## config.mk

```make
export PLATFORM = sky130hd
export DESIGN_NAME = pns_sequencer
export DESIGN_NICKNAME = d
export VERILOG_FILES = /design/src/shared/pns_pkg.sv /design/src/logic/pns_dwell.sv /design/src/logic/pns_sequencer.sv /design/src/logic/pns_sync.sv
export SDC_FILE = /design/constraint.sdc
export NUM_CORES = 1
export LEC_CHECK = 0
export BUFFER_PORTS_ARGS = -buffer_cell sky130_fd_sc_hd__buf_2
export CORE_ASPECT_RATIO = 0.8
export CORE_UTILIZATION = 60
export CTS_CLUSTER_DIAMETER = 200
export DETAILED_ROUTE_END_ITERATION = 10
export PLACE_DENSITY = 0.85
export SLEW_MARGIN = 20
export SYNTH_ARGS = -nofsm -noshare
export SYNTH_HDL_FRONTEND = slang
export SYNTH_SLANG_ARGS = --single-unit
```

## constraint.sdc

```tcl
create_clock -name CLK_SYS -period 5 [get_ports CLK_SYS]
set_input_delay 0 -clock CLK_SYS [delete_from_list [all_inputs] [get_ports CLK_SYS]]
set_output_delay 0 -clock CLK_SYS [all_outputs]
set_load 0.03 [all_outputs]
```

## src/shared/pns_pkg.sv

```systemverilog
package pns_pkg;

   localparam logic [7:0]  ADDR_CMD      = 8'h00;
   localparam logic [7:0]  ADDR_STATUS   = 8'h04;
   localparam logic [7:0]  ADDR_DWELL    = 8'h08;
   localparam logic [7:0]  ADDR_COUNT    = 8'h0c;

   localparam int          CMD_MODE_LSB  = 0;
   localparam int          CMD_DLY_LSB   = 3;
   localparam int          CMD_IF_LSB    = 5;
   localparam int          CMD_PEND_BIT  = 7;

   localparam logic [2:0]  MC_NONE       = 3'h0;
   localparam logic [2:0]  MC_OFF        = 3'h1;
   localparam logic [2:0]  MC_NIB        = 3'h2;
   localparam logic [2:0]  MC_NIB_POS    = 3'h3;
   localparam logic [2:0]  MC_PUN        = 3'h4;
   localparam logic [2:0]  MC_PUN_POS    = 3'h5;

   localparam logic [1:0]  PAIR_CMD_ON   = 2'h1;
   localparam logic [1:0]  PAIR_CMD_OFF  = 2'h2;

   localparam logic [15:0] DWELL_RST     = 16'h0000;
   localparam logic [15:0] IPO_PERIOD_US = 16'h1388;
   localparam logic [15:0] COUNT_RST     = 16'h0000;

   typedef enum logic [4:0] {
      MD_OFF     = 5'b00001,
      MD_NIB     = 5'b00010,
      MD_NIB_POS = 5'b00100,
      MD_PUN     = 5'b01000,
      MD_PUN_POS = 5'b10000
   } pns_mode_e;

   typedef enum logic [4:0] {
      ST_IDLE  = 5'b00001,
      ST_DWELL = 5'b00010,
      ST_ARM   = 5'b00100,
      ST_FIRE  = 5'b01000,
      ST_BUSY  = 5'b10000
   } pns_state_e;

   typedef struct packed {
      logic start;
      logic axis;
      logic seg_end;
      logic motion_end;
   } pns_blk_s;

   typedef struct packed {
      logic [17:0] zero;
      logic        act_in;
      logic        hold;
      pns_state_e  state;
      logic        if_second;
      logic        delay_on;
      pns_mode_e   mode;
   } pns_status_s;

endpackage

```

## src/logic/pns_dwell.sv

```systemverilog
`timescale 1ns/1ps
module pns_dwell
   import pns_pkg::*;
#(
   parameter logic [15:0] PERIOD_US = IPO_PERIOD_US
) (
   input  wire logic        clk,      // System clock
   input  wire logic        rst,      // Async reset
   input  wire logic        start,    // Start a dwell
   input  wire logic        ipo_tick, // Interpolation cycle tick
   input  wire logic [15:0] dwell_us, // Dwell in microseconds
   output logic             done      // One-cycle end of dwell
);
   logic [16:0] elapsed;
   logic        run;

   // Whole ticks are counted until elapsed time covers the dwell,
   // which rounds any remainder up to one more cycle
   always_ff @(posedge clk or posedge rst) begin
      if (rst) begin
         run     <= 1'b0;
         elapsed <= 17'h00000;
         done    <= 1'b0;
      end else begin
         done <= 1'b0;
         if (start) begin
            run     <= 1'b1;
            elapsed <= 17'h00000;
         end else if (run && ({1'b0, dwell_us} <= elapsed)) begin
            run  <= 1'b0;
            done <= 1'b1;
         end else if (run && ipo_tick) begin
            elapsed <= elapsed + {1'b0, PERIOD_US};
         end
      end
   end
endmodule // pns_dwell

```

## src/logic/pns_sequencer.sv

```systemverilog
// Implementation choices: the APB register port and the placing of the registers.
`timescale 1ns/1ps
module pns_sequencer
   import pns_pkg::*;
#(
   parameter logic [15:0] PERIOD_US = IPO_PERIOD_US
) (
   input  wire logic             CLK_SYS,      // 25 MHz clock
   input  wire logic             SYS_RST,      // Async reset, high
   input  wire logic             PSEL,         // APB select
   input  wire logic             PENABLE,      // APB enable
   input  wire logic             PWRITE,       // APB direction
   input  wire logic [7:0]       PADDR,        // APB byte address
   input  wire logic [31:0]      PWDATA,       // APB write data
   output logic      [31:0]      PRDATA,       // APB read data
   output logic                  PREADY,       // APB ready
   output logic                  PSLVERR,      // APB error
   input  wire pns_pkg::pns_blk_s BLK,         // Block events
   input  wire logic             IPO_TICK,     // Interpolation tick
   input  wire logic             POS_TICK,     // Position cycle tick
   input  wire logic             PLC_SUPPRESS, // Stroke suppression pin
   input  wire logic [1:0]       STROKE_ACT,   // Stroke-active pins
   output logic      [1:0]       STROKE_OUT,   // Stroke initiation pins
   output logic                  STROKE_INIT,  // Initiation active
   output logic                  MOTION_HOLD   // Axes wait for start-point stroke
);
   import pns_pkg::*;

   pns_mode_e   mode;
   pns_state_e  state;
   logic        delay_on;
   logic        if_second;
   logic        cur_second;
   logic        first_blk;
   logic        end_armed;
   logic        req_start;
   logic        req_end;
   logic        cur_start;
   logic [15:0] dwell_us;
   logic [15:0] stroke_cnt;
   logic [1:0]  act_sync;
   logic        supp_sync;
   logic        dwell_done;

   logic        wr_en;
   logic        rd_en;
   logic        cmd_wr;
   logic        mapped;
   logic [2:0]  mode_cmd;
   logic [1:0]  dly_cmd;
   logic [1:0]  if_cmd;
   logic        prog_end;
   logic        is_off;
   logic        is_nib;
   logic        is_punch;
   logic        eval_tick;
   logic        act_now;
   logic        take;
   logic        take_start;
   logic        set_start;
   logic        set_end;
   logic        dwell_go;
   pns_status_s status;

   pns_sync #(
      .W (3)
   ) u_sync (
      .clk (CLK_SYS),
      .rst (SYS_RST),
      .d   ({PLC_SUPPRESS, STROKE_ACT}),
      .q   ({supp_sync, act_sync})
   );

   pns_dwell #(
      .PERIOD_US (PERIOD_US)
   ) u_dwell (
      .clk      (CLK_SYS),
      .rst      (SYS_RST),
      .start    (dwell_go),
      .ipo_tick (IPO_TICK),
      .dwell_us (dwell_us),
      .done     (dwell_done)
   );

   // Bus decode; the slave always answers in the access cycle
   assign wr_en    = PSEL && PENABLE && PWRITE;
   assign rd_en    = PSEL && PENABLE && !PWRITE;
   assign mapped   = (PADDR == ADDR_CMD) || (PADDR == ADDR_STATUS) ||
                     (PADDR == ADDR_DWELL) || (PADDR == ADDR_COUNT);
   assign cmd_wr   = wr_en && (PADDR == ADDR_CMD);
   assign PREADY   = 1'b1;
   assign PSLVERR  = PSEL && PENABLE && !mapped;

   assign mode_cmd = cmd_wr ? PWDATA[CMD_MODE_LSB +: 3] : MC_NONE;
   assign dly_cmd  = cmd_wr ? PWDATA[CMD_DLY_LSB +: 2] : 2'h0;
   assign if_cmd   = cmd_wr ? PWDATA[CMD_IF_LSB +: 2] : 2'h0;
   assign prog_end = cmd_wr && PWDATA[CMD_PEND_BIT];

   assign is_off   = (mode == MD_OFF);
   assign is_nib   = (mode == MD_NIB) || (mode == MD_NIB_POS);
   assign is_punch = (mode == MD_PUN) || (mode == MD_PUN_POS);

   // Position-cycle variants judge triggers on the faster tick
   assign eval_tick = ((mode == MD_NIB_POS) || (mode == MD_PUN_POS)) ?
                      POS_TICK : IPO_TICK;

   // The monitored input follows the interface of the running stroke
   assign act_now  = cur_second ? act_sync[1] : act_sync[0];

   assign take       = (state == ST_IDLE) && !is_off &&
                       (req_start || req_end);
   assign take_start = take && req_start;
   assign dwell_go   = take && !req_start && delay_on && !supp_sync;

   // Stroke requests raised by block events
   always_comb begin
      set_start = 1'b0;
      set_end   = 1'b0;
      if (!is_off) begin
         if (BLK.start) begin
            if (!BLK.axis) begin
               set_end = first_blk;
            end else if (is_nib && first_blk) begin
               set_start = 1'b1;
            end else if (is_punch && first_blk) begin
               set_start = 1'b0;
            end
         end
         if (end_armed && BLK.motion_end) begin
            set_end = 1'b1;
         end
         if (end_armed && is_punch && BLK.seg_end && !BLK.motion_end) begin
            set_end = 1'b1;
         end
      end
   end

   assign MOTION_HOLD = req_start || (cur_start && (state != ST_IDLE));

   // Punch mode group, one-hot so only one member is ever active
   always_ff @(posedge CLK_SYS or posedge SYS_RST) begin
      if (SYS_RST) begin
         mode <= MD_OFF;
      end else if (prog_end) begin
         mode <= MD_OFF;
      end else begin
         unique case (mode_cmd)
            MC_OFF:     mode <= MD_OFF;
            MC_NIB:     mode <= MD_NIB;
            MC_NIB_POS: mode <= MD_NIB_POS;
            MC_PUN:     mode <= MD_PUN;
            MC_PUN_POS: mode <= MD_PUN_POS;
            default:    mode <= mode;
         endcase
      end
   end

   // First block after a mode entry gets the start-point stroke in the nibbling modes only
   always_ff @(posedge CLK_SYS or posedge SYS_RST) begin
      if (SYS_RST) begin
         first_blk <= 1'b0;
      end else if ((mode_cmd == MC_NIB && !is_nib) ||
                   (mode_cmd == MC_NIB_POS && !is_nib) ||
                   (mode_cmd == MC_PUN && !is_punch) ||
                   (mode_cmd == MC_PUN_POS && !is_punch)) begin
         first_blk <= 1'b1;
      end else if (mode_cmd == MC_OFF || prog_end) begin
         first_blk <= 1'b0;
      end else if (BLK.start && !is_off) begin
         first_blk <= 1'b0;
      end
   end

   // Block end stroke is due only when a punch axis is named
   always_ff @(posedge CLK_SYS or posedge SYS_RST) begin
      if (SYS_RST) begin
         end_armed <= 1'b0;
      end else if (is_off || mode_cmd == MC_OFF) begin
         end_armed <= 1'b0;
      end else if (BLK.start) begin
         end_armed <= BLK.axis;
      end else if (BLK.motion_end) begin
         end_armed <= 1'b0;
      end
   end

   // Delay pair and interface pair, both modal
   always_ff @(posedge CLK_SYS or posedge SYS_RST) begin
      if (SYS_RST) begin
         delay_on <= 1'b0;
      end else if (dly_cmd == PAIR_CMD_ON) begin
         delay_on <= 1'b1;
      end else if (dly_cmd == PAIR_CMD_OFF) begin
         delay_on <= 1'b0;
      end
   end

   always_ff @(posedge CLK_SYS or posedge SYS_RST) begin
      if (SYS_RST) begin
         if_second <= 1'b0;
      end else if (if_cmd == PAIR_CMD_ON) begin
         if_second <= 1'b0;
      end else if (if_cmd == PAIR_CMD_OFF) begin
         if_second <= 1'b1;
      end
   end

   // Pending requests; a new event wins over the clearing take
   always_ff @(posedge CLK_SYS or posedge SYS_RST) begin
      if (SYS_RST) begin
         req_start <= 1'b0;
         req_end   <= 1'b0;
      end else if (is_off || mode_cmd == MC_OFF) begin
         req_start <= 1'b0;
         req_end   <= 1'b0;
      end else begin
         req_start <= (req_start && !take_start) || set_start;
         req_end   <= (req_end && !(take && !req_start)) || set_end;
      end
   end

   // Stroke sequencer
   always_ff @(posedge CLK_SYS or posedge SYS_RST) begin
      if (SYS_RST) begin
         state       <= ST_IDLE;
         cur_start   <= 1'b0;
         cur_second  <= 1'b0;
         STROKE_OUT  <= 2'b00;
         STROKE_INIT <= 1'b0;
      end else if (is_off) begin
         state       <= ST_IDLE;
         cur_start   <= 1'b0;
         STROKE_OUT  <= 2'b00;
         STROKE_INIT <= 1'b0;
      end else begin
         unique case (state)
            ST_IDLE: begin
               if (take && supp_sync) begin
                  state <= ST_IDLE;
               end else if (take) begin
                  cur_start  <= req_start;
                  cur_second <= if_second;
                  state      <= dwell_go ? ST_DWELL : ST_ARM;
               end
            end
            ST_DWELL: begin
               if (dwell_done) begin
                  state <= ST_ARM;
               end
            end
            ST_ARM: begin
               if (eval_tick && !act_now) begin
                  state       <= ST_FIRE;
                  STROKE_OUT  <= cur_second ? 2'b10 : 2'b01;
                  STROKE_INIT <= 1'b1;
               end
            end
            ST_FIRE: begin
               if (act_now) begin
                  state      <= ST_BUSY;
                  STROKE_OUT <= 2'b00;
               end
            end
            ST_BUSY: begin
               if (!act_now) begin
                  state       <= ST_IDLE;
                  cur_start   <= 1'b0;
                  STROKE_INIT <= 1'b0;
               end
            end
         endcase
      end
   end

   // Dwell setting register
   always_ff @(posedge CLK_SYS or posedge SYS_RST) begin
      if (SYS_RST) begin
         dwell_us <= DWELL_RST;
      end else if (wr_en && PADDR == ADDR_DWELL) begin
         dwell_us <= PWDATA[15:0];
      end
   end

   // Count of strokes issued, cleared by writing the count word unless a stroke fires in that cycle
   always_ff @(posedge CLK_SYS or posedge SYS_RST) begin
      if (SYS_RST) begin
         stroke_cnt <= COUNT_RST;
      end else if (state == ST_ARM && eval_tick && !act_now && !is_off) begin
         stroke_cnt <= stroke_cnt + 16'h0001;
      end else if (wr_en && PADDR == ADDR_COUNT) begin
         stroke_cnt <= COUNT_RST;
      end
   end

   always_comb begin
      status           = '0;
      status.mode      = mode;
      status.delay_on  = delay_on;
      status.if_second = if_second;
      status.state     = state;
      status.hold      = MOTION_HOLD;
      status.act_in    = is_off ? 1'b0 : act_now;
   end

   // Read data is registered in the setup cycle, valid in access
   always_ff @(posedge CLK_SYS or posedge SYS_RST) begin
      if (SYS_RST) begin
         PRDATA <= 32'h00000000;
      end else if (PSEL && !PENABLE && !PWRITE) begin
         unique case (PADDR)
            ADDR_STATUS: PRDATA <= status;
            ADDR_DWELL:  PRDATA <= {16'h0000, dwell_us};
            ADDR_COUNT:  PRDATA <= {16'h0000, stroke_cnt};
            default:     PRDATA <= 32'h00000000;
         endcase
      end else if (!rd_en) begin
         PRDATA <= 32'h00000000;
      end
   end

endmodule // pns_sequencer

```

## src/logic/pns_sync.sv

```systemverilog
`timescale 1ns/1ps
module pns_sync #(
   parameter int W = 1
) (
   input  wire logic         clk,   // System clock
   input  wire logic         rst,   // Async reset
   input  wire logic [W-1:0] d,     // Asynchronous input
   output logic      [W-1:0] q      // Synchronised output
);
   logic [W-1:0] meta;

   always_ff @(posedge clk or posedge rst) begin
      if (rst) begin
         meta <= '0;
         q    <= '0;
      end else begin
         meta <= d;
         q    <= meta;
      end
   end
endmodule // pns_sync

```

**Word-level counts from Yosys, hierarchy flattened**

Index checks and enable logic that the tools add are counted.

- Register bits after elaboration: 110
- Output and inout port bits: 38

- $add $sub $neg: 2
- Magnitude comparators: 1
- Eq/ne operators: 32
- Muxes and demuxes: 63
- Bitwise operators: 2
- Reductions and logical operators: 81

Operators with widths:

| kind | number |
|---|---|
| $mux W32 | 2 |
| $mux W17 | 3 |
| $pmux W5 S5 | 2 |
| $pmux W16 S3 | 1 |
| $mux W5 | 8 |
| $logic_and A1 B1 Y1 | 36 |
| $mux W1 | 34 |
| $mux W16 | 2 |
| $add A17 B13 Y17 const B | 1 |
| $le A16 B17 Y1 | 1 |
| $add A16 B1 Y16 const B | 1 |
| $eq A8 B4 Y1 const B | 2 |
| $logic_or A1 B1 Y1 | 15 |
| $ne A3 B3 Y1 const B | 5 |
| $reduce_bool A3 Y1 | 5 |
| $logic_not A1 Y1 | 12 |
| $mux W2 | 6 |
| $eq A5 B1 Y1 const B | 2 |
| $eq A5 B2 Y1 const B | 2 |
| $eq A5 B3 Y1 const B | 2 |
| $eq A5 B4 Y1 const B | 2 |
| $eq A5 B5 Y1 const B | 2 |
| $reduce_bool A2 Y1 | 5 |
| $eq A8 B3 Y1 const B | 1 |
| 20 further kinds | 29 |

**Logic depth before layout (Yosys ltp)**

Gate-level depths: netlist (run 1).

- Word-level depth: 12
- Mapped depth: 10

**Hierarchy**

A second synthesis (run 1) with hierarchy kept.

- Cell total of the unflattened synthesis: 555
- Area total of the unflattened synthesis: 5256.3 um2

By module, submodules not included:

| module | times used | cells an instance | area each (um2) |
|---|---|---|---|
| pns_sequencer | 1 | 419 | 3903.7 |
| pns_dwell | 1 | 129 | 1198.6 |
| pns_sync | 1 | 7 | 153.9 |

**Worst setup path after synthesis (run 1)**

OpenSTA, ideal clock, no wires.

- Kind: register -> register
- From: register u_dwell.elapsed[14]
- To: register u_dwell.elapsed[8]
- Setup time: 0.077 ns
- Arrival time: 1.983 ns
- Required time: 4.923 ns
- Setup slack: 2.939 ns
- Cell stages (with the launch flop): 10
- Buffers on the path: 1
- Period minus slack after synthesis: 2.061 ns
- Cells stage by stage: dfrtp_1 inv_1 ha_1 nand4b_1 nor3_2 o21a_1 o21ai_2 clkbuf_1 or3_1 a21oi_1

- Cells in the longest elaborated chain, start to end: 4

RTL lines:

| element | line | text |
|---|---|---|
| start, declared | pns_dwell.sv:14 | `logic [16:0] elapsed;` |
| start signal, assigned | pns_dwell.sv:33 | `elapsed <= elapsed + {1'b0, PERIOD_US};` |
| $le A16 B17 Y1 | pns_dwell.sv:29 | `end else if (run && ({1'b0, dwell_us} <= elapsed)) begin` |
| $logic_and A1 B1 Y1 | pns_dwell.sv:29 |  |
| $ne A2 B2 Y1 (no line) | -- |  |
| $reduce_and A2 Y1 (no line) | -- |  |

Every way passes these cells.
A chain may end at the register's enable or synchronous reset.

**Worst setup path in the final report (run 1)**

- From: register mode[1]
- To: register stroke_cnt[13]

- Cells in the longest elaborated chain, start to end: 7
- Elaborated cells between the ends (all ways): 11
- Classes of those cells: eq/ne: 3; mux: 2; reduce/logical: 6

RTL lines:

| element | line | text |
|---|---|---|
| start, declared | pns_sequencer.sv:29 | `pns_mode_e mode;` |
| start signal, assigned | pns_sequencer.sv:153 | `default: mode <= mode;` |
| $eq A5 B3 Y1 or $eq A5 B5 Y1 (tied branches) | pns_sequencer.sv:104 | `assign eval_tick = ((mode == MD_NIB_POS) \|\| (mode == MD_PUN_POS)) ?` |
| $logic_or A1 B1 Y1 | pns_sequencer.sv:104 |  |
| $mux W1 | pns_sequencer.sv:104 |  |
| $logic_and A1 B1 Y1 (2 in series) | pns_sequencer.sv:288 | `end else if (state == ST_ARM && eval_tick && !act_now && !is_off) begin` |
| $logic_and A1 B1 Y1 (*) | pns_sequencer.sv:288 |  |
| $mux W16 or $reduce_bool A2 Y1 (tied branches) | -- |  |
| end signal, assigned | pns_sequencer.sv:289 | `stroke_cnt <= stroke_cnt + 16'h0001;` |
| end, declared | pns_sequencer.sv:40 | `logic [15:0] stroke_cnt;` |

Mark *: on every way between the ends. The rest lies on a longest branch, timed or not.

==> results of run 1 <==
## cell usage after synthesis (9+ instances only)
cell type,n
nand2_1,63
clkbuf_1,11
nor2_1,32
inv_1,24
a21oi_1,32
mux2_2,32
buf_4,19
nand3_1,21
nor3_1,9
ha_1,17
dfrtp_1,89
a22oi_1,15
o21ai_0,60
## worst paths after layout
kind,from,to,slack (ns),cells after the start
setup / recovery,mode[1],stroke_cnt[13],2.25,6
hold / removal,PWDATA[0],dwell_us[0],0.02,2
setup reg to reg,mode[1],stroke_cnt[13],2.25,6
hold reg to reg,u_sync.meta[2],u_sync.q[2],0.36,0
max in group asynchronous,SYS_RST,mode[0],4.04,5
min in group asynchronous,SYS_RST,dwell_us[11],0.25,4
## cell families after synthesis
family | Yosys count
and+or+nand+nor | 176
AOI/OAI and AO/OA | 153
DFF | 91
buffers and inverters | 68
muxes | 34
adders and majority gates | 17
xor gates and xnor gates | 7
other | 2
## metal layers
metal,vias to the layer above,GRT usage,wire (um)
met5,-,0,0
met4,0,0.122,268
met3,29,0.0645,803
li1,2077,-,-
met1,2126,0.388,5440
met2,204,0.504,6190
## where the power goes
part           switching, uW  total, uW  leakage, uW  internal (uW)
sequential              99.9        906      0.00120            806
clock                    260        486    0.0000881            227
combinational            244        407      0.00145            163
total                    604       1800      0.00274           1200
## repair_timing
action	CTS	global route
endpoints found under the hold margin	57	0
buffers inserted	0	0
resized for setup	0	0
hold buffers	24	0
setup endpoints to repair	0	0
## state kept, by name, summed over array words and instances (netlist names), 2 cells and up
signal           cells
PRDATA              16
STROKE_OUT           2
dwell_us            16
mode                 5
state                5
stroke_cnt          16
u_dwell.elapsed     14
u_sync.meta          3
u_sync.q             3
## metrics by stage
step	std cells	setup slack [ns]
2_1_floorplan	563	2.64
3_3_place_gp	691	2.45
3_5_place_dp	692	2.34
4_1_cts	731	2.32
5_1_grt	731	2.04
6_report	731	2.25
## critical path, stage by stage, from the launching register on
cell and delay [ns]:
dfrtp_1 0.49, nor2_1 0.17, and3_1 0.52, a2111o_1 0.85, and2_4 0.39, o21ai_0 0.12
o21ai_0 0.11
## layout make-up
cell class                      count  area (um2)  area share
Timing Repair Buffer               88         596       0.102
Clock inverter                      5        55.1     0.00941
Multi-Input combinational cell    404        2560       0.438
Tap cell                          108         135      0.0231
Clock buffer                       10         128      0.0218
Inverter                           25        95.1      0.0163
Sequential cell                    91        2280       0.390
==> impl_results.html, run 1 <==
<table>
<tr><th>Metric</th><th>Value</th></tr>
<tr><th colspan="2">Status</th></tr>
<tr><td>Result of the run</td><td>finished, final reports clean</td></tr>
<tr><th colspan="2">Drt</th></tr>
<tr><td>Vias per inst</td><td>6.07</td></tr>
<tr><td>Post-DRT Antenna Nets</td><td>0</td></tr>
<tr><td>Number of vias after detailed routing</td><td>4436</td></tr>
<tr><td>DR iter-0 viols</td><td>359</td></tr>
<tr><td>Remaining design rule violation count</td><td>0</td></tr>
<tr><td>Average detailed-routed wire length per instance</td><td>about 17 um</td></tr>
<tr><td>First drt pass iteration count</td><td>5</td></tr>
<tr><td>Routed wire length</td><td>between 10000 and 15000 um</td></tr>
<tr><th colspan="2">Global route</th></tr>
<tr><td>Number of antenna violations at the first check in global routing</td><td>0</td></tr>
<tr><td>Number of global-route vias before repair</td><td>4365</td></tr>
<tr><td>Total overflow reported by the global router</td><td>0</td></tr>
<tr><td>Wire length of the first global-routing pass</td><td>21100 um</td></tr>
<tr><td>GR Util All Layers</td><td>0.303</td></tr>
<tr><td>Largest net degree at the start of global routing</td><td>60</td></tr>
<tr><th colspan="2">Synthesis</th></tr>
<tr><td>Cell type contributing the most total cell area after synthesis</td><td>dfrtp_1</td></tr>
<tr><td>Most instantiated flip-flop cell in the synthesis netlist</td><td>dfrtp_1</td></tr>
<tr><td>Share of synthesized area spent on multiplexers</td><td>0.0736</td></tr>
<tr><td>Xor and xnor fraction of the mapped netlist area</td><td>0.0119</td></tr>
<tr><td>Share of the yosys chip area belonging to registers</td><td>0.441</td></tr>
<tr><td>Mean area per synthesized cell</td><td>9.43 um2</td></tr>
<tr><td>Gate Count Post-Synth</td><td>around 550</td></tr>
<tr><td>Post-synthesis simple-gate area fraction</td><td>0.171</td></tr>
<tr><td>Synthesized area</td><td>roughly 0.0052 mm2</td></tr>
<tr><td>Proportion of register bits with asynchronous set or reset after synthesis</td><td>1.00</td></tr>
<tr><td>Yosys synthesis warning count</td><td>0</td></tr>
<tr><td>Area fraction in compound gates after synthesis</td><td>0.186</td></tr>
<tr><td>Share of Yosys cell area claimed by the top area cell type</td><td>0.431</td></tr>
<tr><td>EDFF count, synth</td><td>0</td></tr>
<tr><td>FF+latch count, synth</td><td>91</td></tr>
<tr><td>Area share of fa/ha/maj cells after synthesis</td><td>0.0412</td></tr>
<tr><td>Dominant combinational cell family by area after synthesis</td><td>compound AO/OA/AOI/OAI gates</td></tr>
<tr><td>Post-synth cell types</td><td>between 60 and 70</td></tr>
<tr><td>Top cells by area, synth</td><td>dfrtp_1 43%, mux2_2 7.0%, o21ai_0 5.8%</td></tr>
<tr><th colspan="2">Critical path</th></tr>
<tr><td>Type of element capturing the critical path</td><td>register</td></tr>
<tr><td>Req. time, crit path</td><td>5.28 ns</td></tr>
<tr><td>Launching element type of the critical path</td><td>register</td></tr>
<tr><td>Startpoint-to-endpoint class of the critical path</td><td>reg2reg</td></tr>
<tr><td>Data arrival at the endpoint of the critical path</td><td>3.03 ns</td></tr>
<tr><td>Crit Path Max Fanout</td><td>29</td></tr>
<tr><th colspan="2">Floorplanning</th></tr>
<tr><td>Full die area</td><td>around 0.009 mm2</td></tr>
<tr><td>Num rows</td><td>29</td></tr>
<tr><td>X dimension of the die</td><td>about 110 um</td></tr>
<tr><td>Die boundary height</td><td>85.0 um</td></tr>
<tr><td>Starting density of the core</td><td>0.636</td></tr>
<tr><td>CORE AREA</td><td>approximately 0.0081 mm2</td></tr>
<tr><td>Number of top-level design ports</td><td>just over 90</td></tr>
<tr><th colspan="2">Place</th></tr>
<tr><td>Routability cong.</td><td>0.841</td></tr>
<tr><td>Buffers added on ports</td><td>58</td></tr>
<tr><td>Detailed-placement wirelength estimate</td><td>about 9000 um</td></tr>
<tr><td>Cell area reported after detailed placement</td><td>between 0.005 and 0.006 mm2</td></tr>
<tr><th colspan="2">STA</th></tr>
<tr><td>Worst relative slew slack</td><td>0.329</td></tr>
<tr><td>Final-report setup violation count</td><td>0</td></tr>
<tr><td>RSZ-0062 raised after global routing</td><td>no</td></tr>
<tr><td>Upper clock frequency limit</td><td>about 360 MHz</td></tr>
<tr><td>Period Utilization, post-route</td><td>0.550</td></tr>
<tr><td>Sum of negative setup slack</td><td>0 ns</td></tr>
<tr><td>Min Hold Slack</td><td>a little over 0.02 ns</td></tr>
<tr><td>Worst Max-Slew Pin Slew</td><td>~1 ns</td></tr>
<tr><td>Hold Fails Final Rpt</td><td>0</td></tr>
<tr><td>Max-slew violation count</td><td>0</td></tr>
<tr><td>Fin crit period</td><td>between 2 and 3 ns</td></tr>
<tr><td>Post-route clock skew</td><td>0.0130 ns</td></tr>
<tr><th colspan="2">Clock network</th></tr>
<tr><td>Maximum clock path buffer count</td><td>2</td></tr>
<tr><td>Count of H-tree levels built during CTS</td><td>3</td></tr>
<tr><td>Number of buffers inserted during clock tree synthesis</td><td>9</td></tr>
<tr><td>Post-CTS clock slew at the launch and capture registers of the worst setup and hold paths</td><td>0.08 ns</td></tr>
<tr><td>Clock sink count</td><td>just over 90</td></tr>
<tr><td>Master cell of the clock root buffer</td><td>clkbuf_8</td></tr>
<tr><td>TritonCTS clock tree</td><td>yes</td></tr>
<tr><td>Skew-Pair Late Insertion Delay</td><td>0.38 ns</td></tr>
<tr><th colspan="2">Power</th></tr>
<tr><td>Leak</td><td>about 0.0027 uW</td></tr>
<tr><td>Total design power</td><td>between 1500 and 2000 uW</td></tr>
<tr><td>Worst IR drop on VDD</td><td>~0.00022 V</td></tr>
<tr><td>Power per standard cell area</td><td>just over 300 mW/mm2</td></tr>
<tr><th colspan="2">Final layout</th></tr>
<tr><td>Commonest cells after routing, fill and taps aside</td><td>89 x dfrtp_1, 63 x nand2_1, 60 x o21ai_0</td></tr>
<tr><td>Most common cell after layout, fill and taps aside</td><td>dfrtp_1</td></tr>
<tr><td>Ant diodes</td><td>0</td></tr>
<tr><td>Layout filler cell count</td><td>593</td></tr>
<tr><td>Final core occ</td><td>0.720</td></tr>
<tr><td>Share of post-route cells with drive strength above 1</td><td>0.207</td></tr>
<tr><td>Final layout net count</td><td>690</td></tr>
<tr><td>Final instance area</td><td>between 0.005 and 0.006 mm2</td></tr>
<tr><td>Layout overhead on the synthesized area</td><td>13.2%</td></tr>
<tr><th colspan="2">Hold path</th></tr>
<tr><td>Type of the tightest min-delay check</td><td>in2reg</td></tr>
<tr><th colspan="2">Flow run</th></tr>
<tr><td>Max-cap violations</td><td>0</td></tr>
</table>
Power figures use the tool's default switching activity.
==> run 2, diff against run 1 <==
--- a/config.mk
+++ b/config.mk
@@ -5,12 +5,13 @@
 export SDC_FILE = /design/constraint.sdc
 export NUM_CORES = 1
 export LEC_CHECK = 0
+export ABC_AREA = 1
 export BUFFER_PORTS_ARGS = -buffer_cell sky130_fd_sc_hd__buf_2
 export CORE_ASPECT_RATIO = 0.8
-export CORE_UTILIZATION = 60
+export CORE_UTILIZATION = 57
 export CTS_CLUSTER_DIAMETER = 200
 export DETAILED_ROUTE_END_ITERATION = 10
-export PLACE_DENSITY = 0.85
+export PLACE_DENSITY = 0.81
 export SLEW_MARGIN = 20
 export SYNTH_ARGS = -nofsm -noshare
 export SYNTH_HDL_FRONTEND = slang
==> constraint.sdc (replaced) <==
create_clock -name CLK_SYS -period 2.75 [get_ports CLK_SYS]
set_input_delay 0 -clock CLK_SYS [delete_from_list [all_inputs] [get_ports CLK_SYS]]
set_output_delay 0 -clock CLK_SYS [all_outputs]
set_load 0.03 [all_outputs]
==> run 2 against run 1 <==
Against the previous run: the flow now finishes with violations (DRC); combinational power increased by 100%; core utilization decreased by 2.4 points; final cell count increased by 26%; via count increased by 15%; register-to-register slack got worse by 1.9 ns; critical endpoint is now u_dwell.elapsed[8]; largest cell class unchanged; largest power group unchanged.
==> impl_results.html, run 2 <==
<table>
<tr><th>Metric</th><th>Value</th></tr>
<tr><th colspan="2">Clock network</th></tr>
<tr><td>Master cell of the clock root buffer</td><td>clkbuf_16</td></tr>
<tr><td>Number of buffers inserted during clock tree synthesis</td><td>9 (unchanged)</td></tr>
<tr><td>Skew-Pair Late Insertion Delay</td><td>0.35 ns (-0.03 ns)</td></tr>
<tr><td>TritonCTS clock tree</td><td>yes</td></tr>
<tr><td>Cts repair resizes</td><td>0 (unchanged)</td></tr>
<tr><td>Count of H-tree levels built during CTS</td><td>3 (unchanged)</td></tr>
<tr><td>Post-CTS repair timing setup buffer count</td><td>0 (unchanged)</td></tr>
<tr><td>Post-CTS clock slew at the launch and capture registers of the worst setup and hold paths</td><td>0.07 ns (about the same)</td></tr>
<tr><td>Clock sink count</td><td>91 (unchanged)</td></tr>
<tr><td>Number of buffers inserted for hold repair after clock tree synthesis</td><td>24 (unchanged)</td></tr>
<tr><td>Maximum clock path buffer count</td><td>2 (unchanged)</td></tr>
<tr><th colspan="2">Drt</th></tr>
<tr><td>Remaining design rule violation count</td><td>10 (+10)</td></tr>
<tr><td>DR iter-0 viols</td><td>450 (+25%)</td></tr>
<tr><td>Number of vias after detailed routing</td><td>5103 (+15%)</td></tr>
<tr><td>Average detailed-routed wire length per instance</td><td>14.8 um (-15%)</td></tr>
<tr><td>First drt pass iteration count</td><td>10 (+5)</td></tr>
<tr><td>Vias per inst</td><td>5.55 (-8.5%)</td></tr>
<tr><td>Routed wire length</td><td>13600 um (+7.2%)</td></tr>
<tr><td>Post-DRT Antenna Nets</td><td>0 (unchanged)</td></tr>
<tr><th colspan="2">Synthesis</th></tr>
<tr><td>Dominant cell by count in the synthesized netlist</td><td>nand2_1</td></tr>
<tr><td>Share of Yosys cell area claimed by the top area cell type</td><td>0.402 (-0.0284)</td></tr>
<tr><td>Proportion of register bits with asynchronous set or reset after synthesis</td><td>1.00 (unchanged)</td></tr>
<tr><td>Share of the yosys chip area belonging to registers</td><td>0.412 (-0.0291)</td></tr>
<tr><td>Cell type contributing the most total cell area after synthesis</td><td>dfrtp_1</td></tr>
<tr><td>FF+latch count, synth</td><td>91 (unchanged)</td></tr>
<tr><td>Mean area per synthesized cell</td><td>7.71 um2 (-18%)</td></tr>
<tr><td>Top cells by area, synth</td><td>dfrtp_1 40%, nand2_1 15%, nand3_1 7.1%</td></tr>
<tr><td>Post-synth cell types</td><td>43 (-37%)</td></tr>
<tr><td>Yosys synthesis warning count</td><td>0 (unchanged)</td></tr>
<tr><td>Commonest cells in the netlist</td><td>223 x nand2_1, 89 x dfrtp_1, 83 x inv_1</td></tr>
<tr><td>EDFF count, synth</td><td>0 (unchanged)</td></tr>
<tr><td>Gate Count Post-Synth</td><td>718 (+31%)</td></tr>
<tr><td>Synthesized area</td><td>0.00553 mm2 (+7.1%)</td></tr>
<tr><td>Most instantiated flip-flop cell in the synthesis netlist</td><td>dfrtp_1</td></tr>
<tr><th colspan="2">Critical path</th></tr>
<tr><td>Crit path top cell by count</td><td>nand2_1</td></tr>
<tr><td>Launching element type of the critical path</td><td>register</td></tr>
<tr><td>Worst path bufs/invs</td><td>1 (+1)</td></tr>
<tr><td>Longest individual stage delay on the worst path</td><td>0.45 ns (-0.40 ns)</td></tr>
<tr><td>Crit Path Max Fanout</td><td>15 (-48%)</td></tr>
<tr><td>Master of the slowest instance on the critical path</td><td>dfrtp_1</td></tr>
<tr><td>CP top delay family</td><td>simple AND/OR/NAND/NOR gates</td></tr>
<tr><td>Req. time, crit path</td><td>3.04 ns (-2.24 ns)</td></tr>
<tr><td>Startpoint-to-endpoint class of the critical path</td><td>reg2reg</td></tr>
<tr><td>Cell breakdown of the critical path</td><td>inv_1 &gt; ha_1 &gt; nand4_1 &gt; nor2_1 &gt; nand2_1 &gt; nand3_1 &gt; nand3_2 &gt; nand2_2 &gt; nand2_1 &gt; nand2_1</td></tr>
<tr><td>Type of element capturing the critical path</td><td>register</td></tr>
<tr><td>Data arrival at the endpoint of the critical path</td><td>2.68 ns (-0.35 ns)</td></tr>
<tr><td>Setup slack of the worst register-to-register path</td><td>0.36 ns (-1.89 ns)</td></tr>
<tr><th colspan="2">Flow run</th></tr>
<tr><td>Max-cap violations</td><td>0 (unchanged)</td></tr>
<tr><th colspan="2">Floorplanning</th></tr>
<tr><td>Full die area</td><td>0.0101 mm2 (+12%)</td></tr>
<tr><td>Num rows</td><td>31 (+6.9%)</td></tr>
<tr><td>Number of top-level design ports</td><td>92 (unchanged)</td></tr>
<tr><td>Starting density of the core</td><td>0.599 (-0.0364)</td></tr>
<tr><td>CORE AREA</td><td>0.00923 mm2 (+14%)</td></tr>
<tr><td>X dimension of the die</td><td>112 um (+6.0%)</td></tr>
<tr><td>Die boundary height</td><td>90.1 um (+6.0%)</td></tr>
<tr><th colspan="2">Power</th></tr>
<tr><td>Leak</td><td>0.00342 uW (+25%)</td></tr>
<tr><td>Net Sw Frac</td><td>0.311 (-0.0242)</td></tr>
<tr><td>Power per standard cell area</td><td>606 mW/mm2 (+97%)</td></tr>
<tr><td>Psw</td><td>1210 uW (+100%)</td></tr>
<tr><td>Cell internal pwr</td><td>2680 uW (+120%)</td></tr>
<tr><td>Power share of the combinational group</td><td>0.212 (-0.014)</td></tr>
<tr><td>Worst IR drop on VDD</td><td>0.000479 V (+110%)</td></tr>
<tr><td>Part of the power in the clock network</td><td>0.370 (+0.100)</td></tr>
<tr><td>Relative contribution of sequential cells to total power</td><td>0.418 (-0.086)</td></tr>
<tr><th colspan="2">Status</th></tr>
<tr><td>Violated checks</td><td>DRC</td></tr>
<tr><td>Result of the run</td><td>finished, violations left</td></tr>
<tr><th colspan="2">Final layout</th></tr>
<tr><td>Ant diodes</td><td>0 (unchanged)</td></tr>
<tr><td>Leading registers by flop count</td><td>PRDATA x16, dwell_us x16, stroke_cnt x16</td></tr>
<tr><td>Most common cell after layout, fill and taps aside</td><td>nand2_1</td></tr>
<tr><td>Commonest cells after routing, fill and taps aside</td><td>223 x nand2_1, 89 x dfrtp_1, 82 x inv_1</td></tr>
<tr><td>Final layout net count</td><td>870 (+26%)</td></tr>
<tr><td>Layout overhead on the synthesized area</td><td>16.1%</td></tr>
<tr><td>Non-filler instance count after layout</td><td>919 (+26%)</td></tr>
<tr><td>Share of post-route cells with drive strength above 1</td><td>0.159 (-0.0479)</td></tr>
<tr><th colspan="2">STA</th></tr>
<tr><td>Final-report setup violation count</td><td>0 (unchanged)</td></tr>
<tr><td>RSZ-0062 raised after global routing</td><td>no</td></tr>
<tr><td>Upper clock frequency limit</td><td>418 MHz (+15%)</td></tr>
<tr><td>Fin crit period</td><td>2.39 ns (-0.362 ns)</td></tr>
<tr><td>Sum of negative setup slack</td><td>0 ns (unchanged)</td></tr>
<tr><td>Hold Fails Final Rpt</td><td>0 (unchanged)</td></tr>
<tr><td>Max-slew violation count</td><td>0 (unchanged)</td></tr>
<tr><td>Worst Max-Slew Pin Slew</td><td>0.905 ns (-0.101 ns)</td></tr>
<tr><td>Worst relative slew slack</td><td>0.395 (+0.0652)</td></tr>
<tr><td>Period Utilization, post-route</td><td>0.869 (+0.319)</td></tr>
<tr><td>Post-route clock skew</td><td>0.00715 ns (-0.00585 ns)</td></tr>
<tr><th colspan="2">Global route</th></tr>
<tr><td>Total overflow reported by the global router</td><td>0 (unchanged)</td></tr>
<tr><td>Number of antenna violations at the first check in global routing</td><td>0 (unchanged)</td></tr>
<tr><td>GR Util All Layers</td><td>0.284 (-0.0190)</td></tr>
<tr><td>Number of global-route vias before repair</td><td>4815 (+10%)</td></tr>
<tr><td>Largest net degree at the start of global routing</td><td>92 (+53%)</td></tr>
<tr><td>Wire length of the first global-routing pass</td><td>22600 um (+7.0%)</td></tr>
<tr><th colspan="2">Place</th></tr>
<tr><td>Buffers added on ports</td><td>58 (unchanged)</td></tr>
<tr><td># placed instances</td><td>879 (+27%)</td></tr>
<tr><td>Routability cong.</td><td>0.888 (+5.6%)</td></tr>
<tr><td>Detailed-placement wirelength estimate</td><td>9840 um (+8.6%)</td></tr>
<tr><th colspan="2">Hold path</th></tr>
<tr><td>Type of the tightest min-delay check</td><td>in2reg</td></tr>
</table>
## run 2: changes by cell type after synthesis, sizes merged, moves of 16 or more
cell,delta
nand2,+163
inv,+67
mux2,-22
nand3,+60
o21ai,-40
nor2,+16
a21oi,-16
## run 2: layer usage
layer | wire length [um] | GRT usage | part of all wire
met5 | 0 | 0 | 0
met4 | 231 | 0.0856 | 0.017
met3 | 978 | 0.0688 | 0.072
met2 | 6370 | 0.457 | 0.47
met1 | 6030 | 0.380 | 0.44
## run 2: path summary, 6_finish.rpt
kind,start,to,cells past startpoint
setup / recovery,u_dwell.elapsed[14],u_dwell.elapsed[8],10
hold / removal,BLK[1],req_end,5
setup reg to reg,u_dwell.elapsed[14],u_dwell.elapsed[8],10
hold reg to reg,u_sync.meta[0],u_sync.q[0],0
max in group asynchronous,SYS_RST,state[0],4
min in group asynchronous,SYS_RST,mode[1],4
## run 2: final cells by class
cell class                      instances  area (um2)
Fill cell                             747        2810
Inverter                               92         347
Clock inverter                          6         113
Clock buffer                           10         239
Sequential cell                        91        2280
Multi-Input combinational cell        520        2740
Timing Repair Buffer                   85         566
Tap cell                              115         144
## run 2: logic make-up (layout without fill, tap and decap cells)
group,after synthesis,count (layout),share of synthesized area
simple gates,397,397,0.331
buf+inv,122,193,0.104
flops,91,91,0.412
compound gates,65,65,0.0714
fa+ha+maj,17,17,0.0384
xor+xnor,14,14,0.0222
mux,10,10,0.0203
other cells,2,17,0.00136
## run 2: power by group through the flow
stage | registers [uW] | logic (uW) | clock network, uW
floorplan | 1650 | 612 | 0
global placement | 1640 | 761 | 0
detailed placement | 1650 | 793 | 0
CTS | 1620 | 824 | 1460
global route | 1650 | 923 | 1500
finish | 1630 | 825 | 1440
## run 2: worst min-delay path, stage by stage
cell,delay [ns]
buf_2,0.08
nand2_1,0.05
nand2_1,0.05
a21oi_1,0.05
a21oi_1,0.12
## run 2: metrics by stage
stage | hold WS, ns | utilization | cell area (um2) | total power, uW | worst slack [ns]
3_5_place_dp | 0.112 | 0.632 | 5830 | 2440 | 0.444
5_1_grt | 0.0855 | 0.696 | 6420 | 4070 | 0.0855
4_1_cts | 0.0444 | 0.696 | 6420 | 3910 | 0.394
2_1_floorplan | 0.0314 | - | 5590 | 2260 | 0.390
6_report | 0.0474 | 0.696 | 6420 | 3890 | 0.359
3_3_place_gp | 0.109 | 0.632 | 5830 | 2400 | 0.515
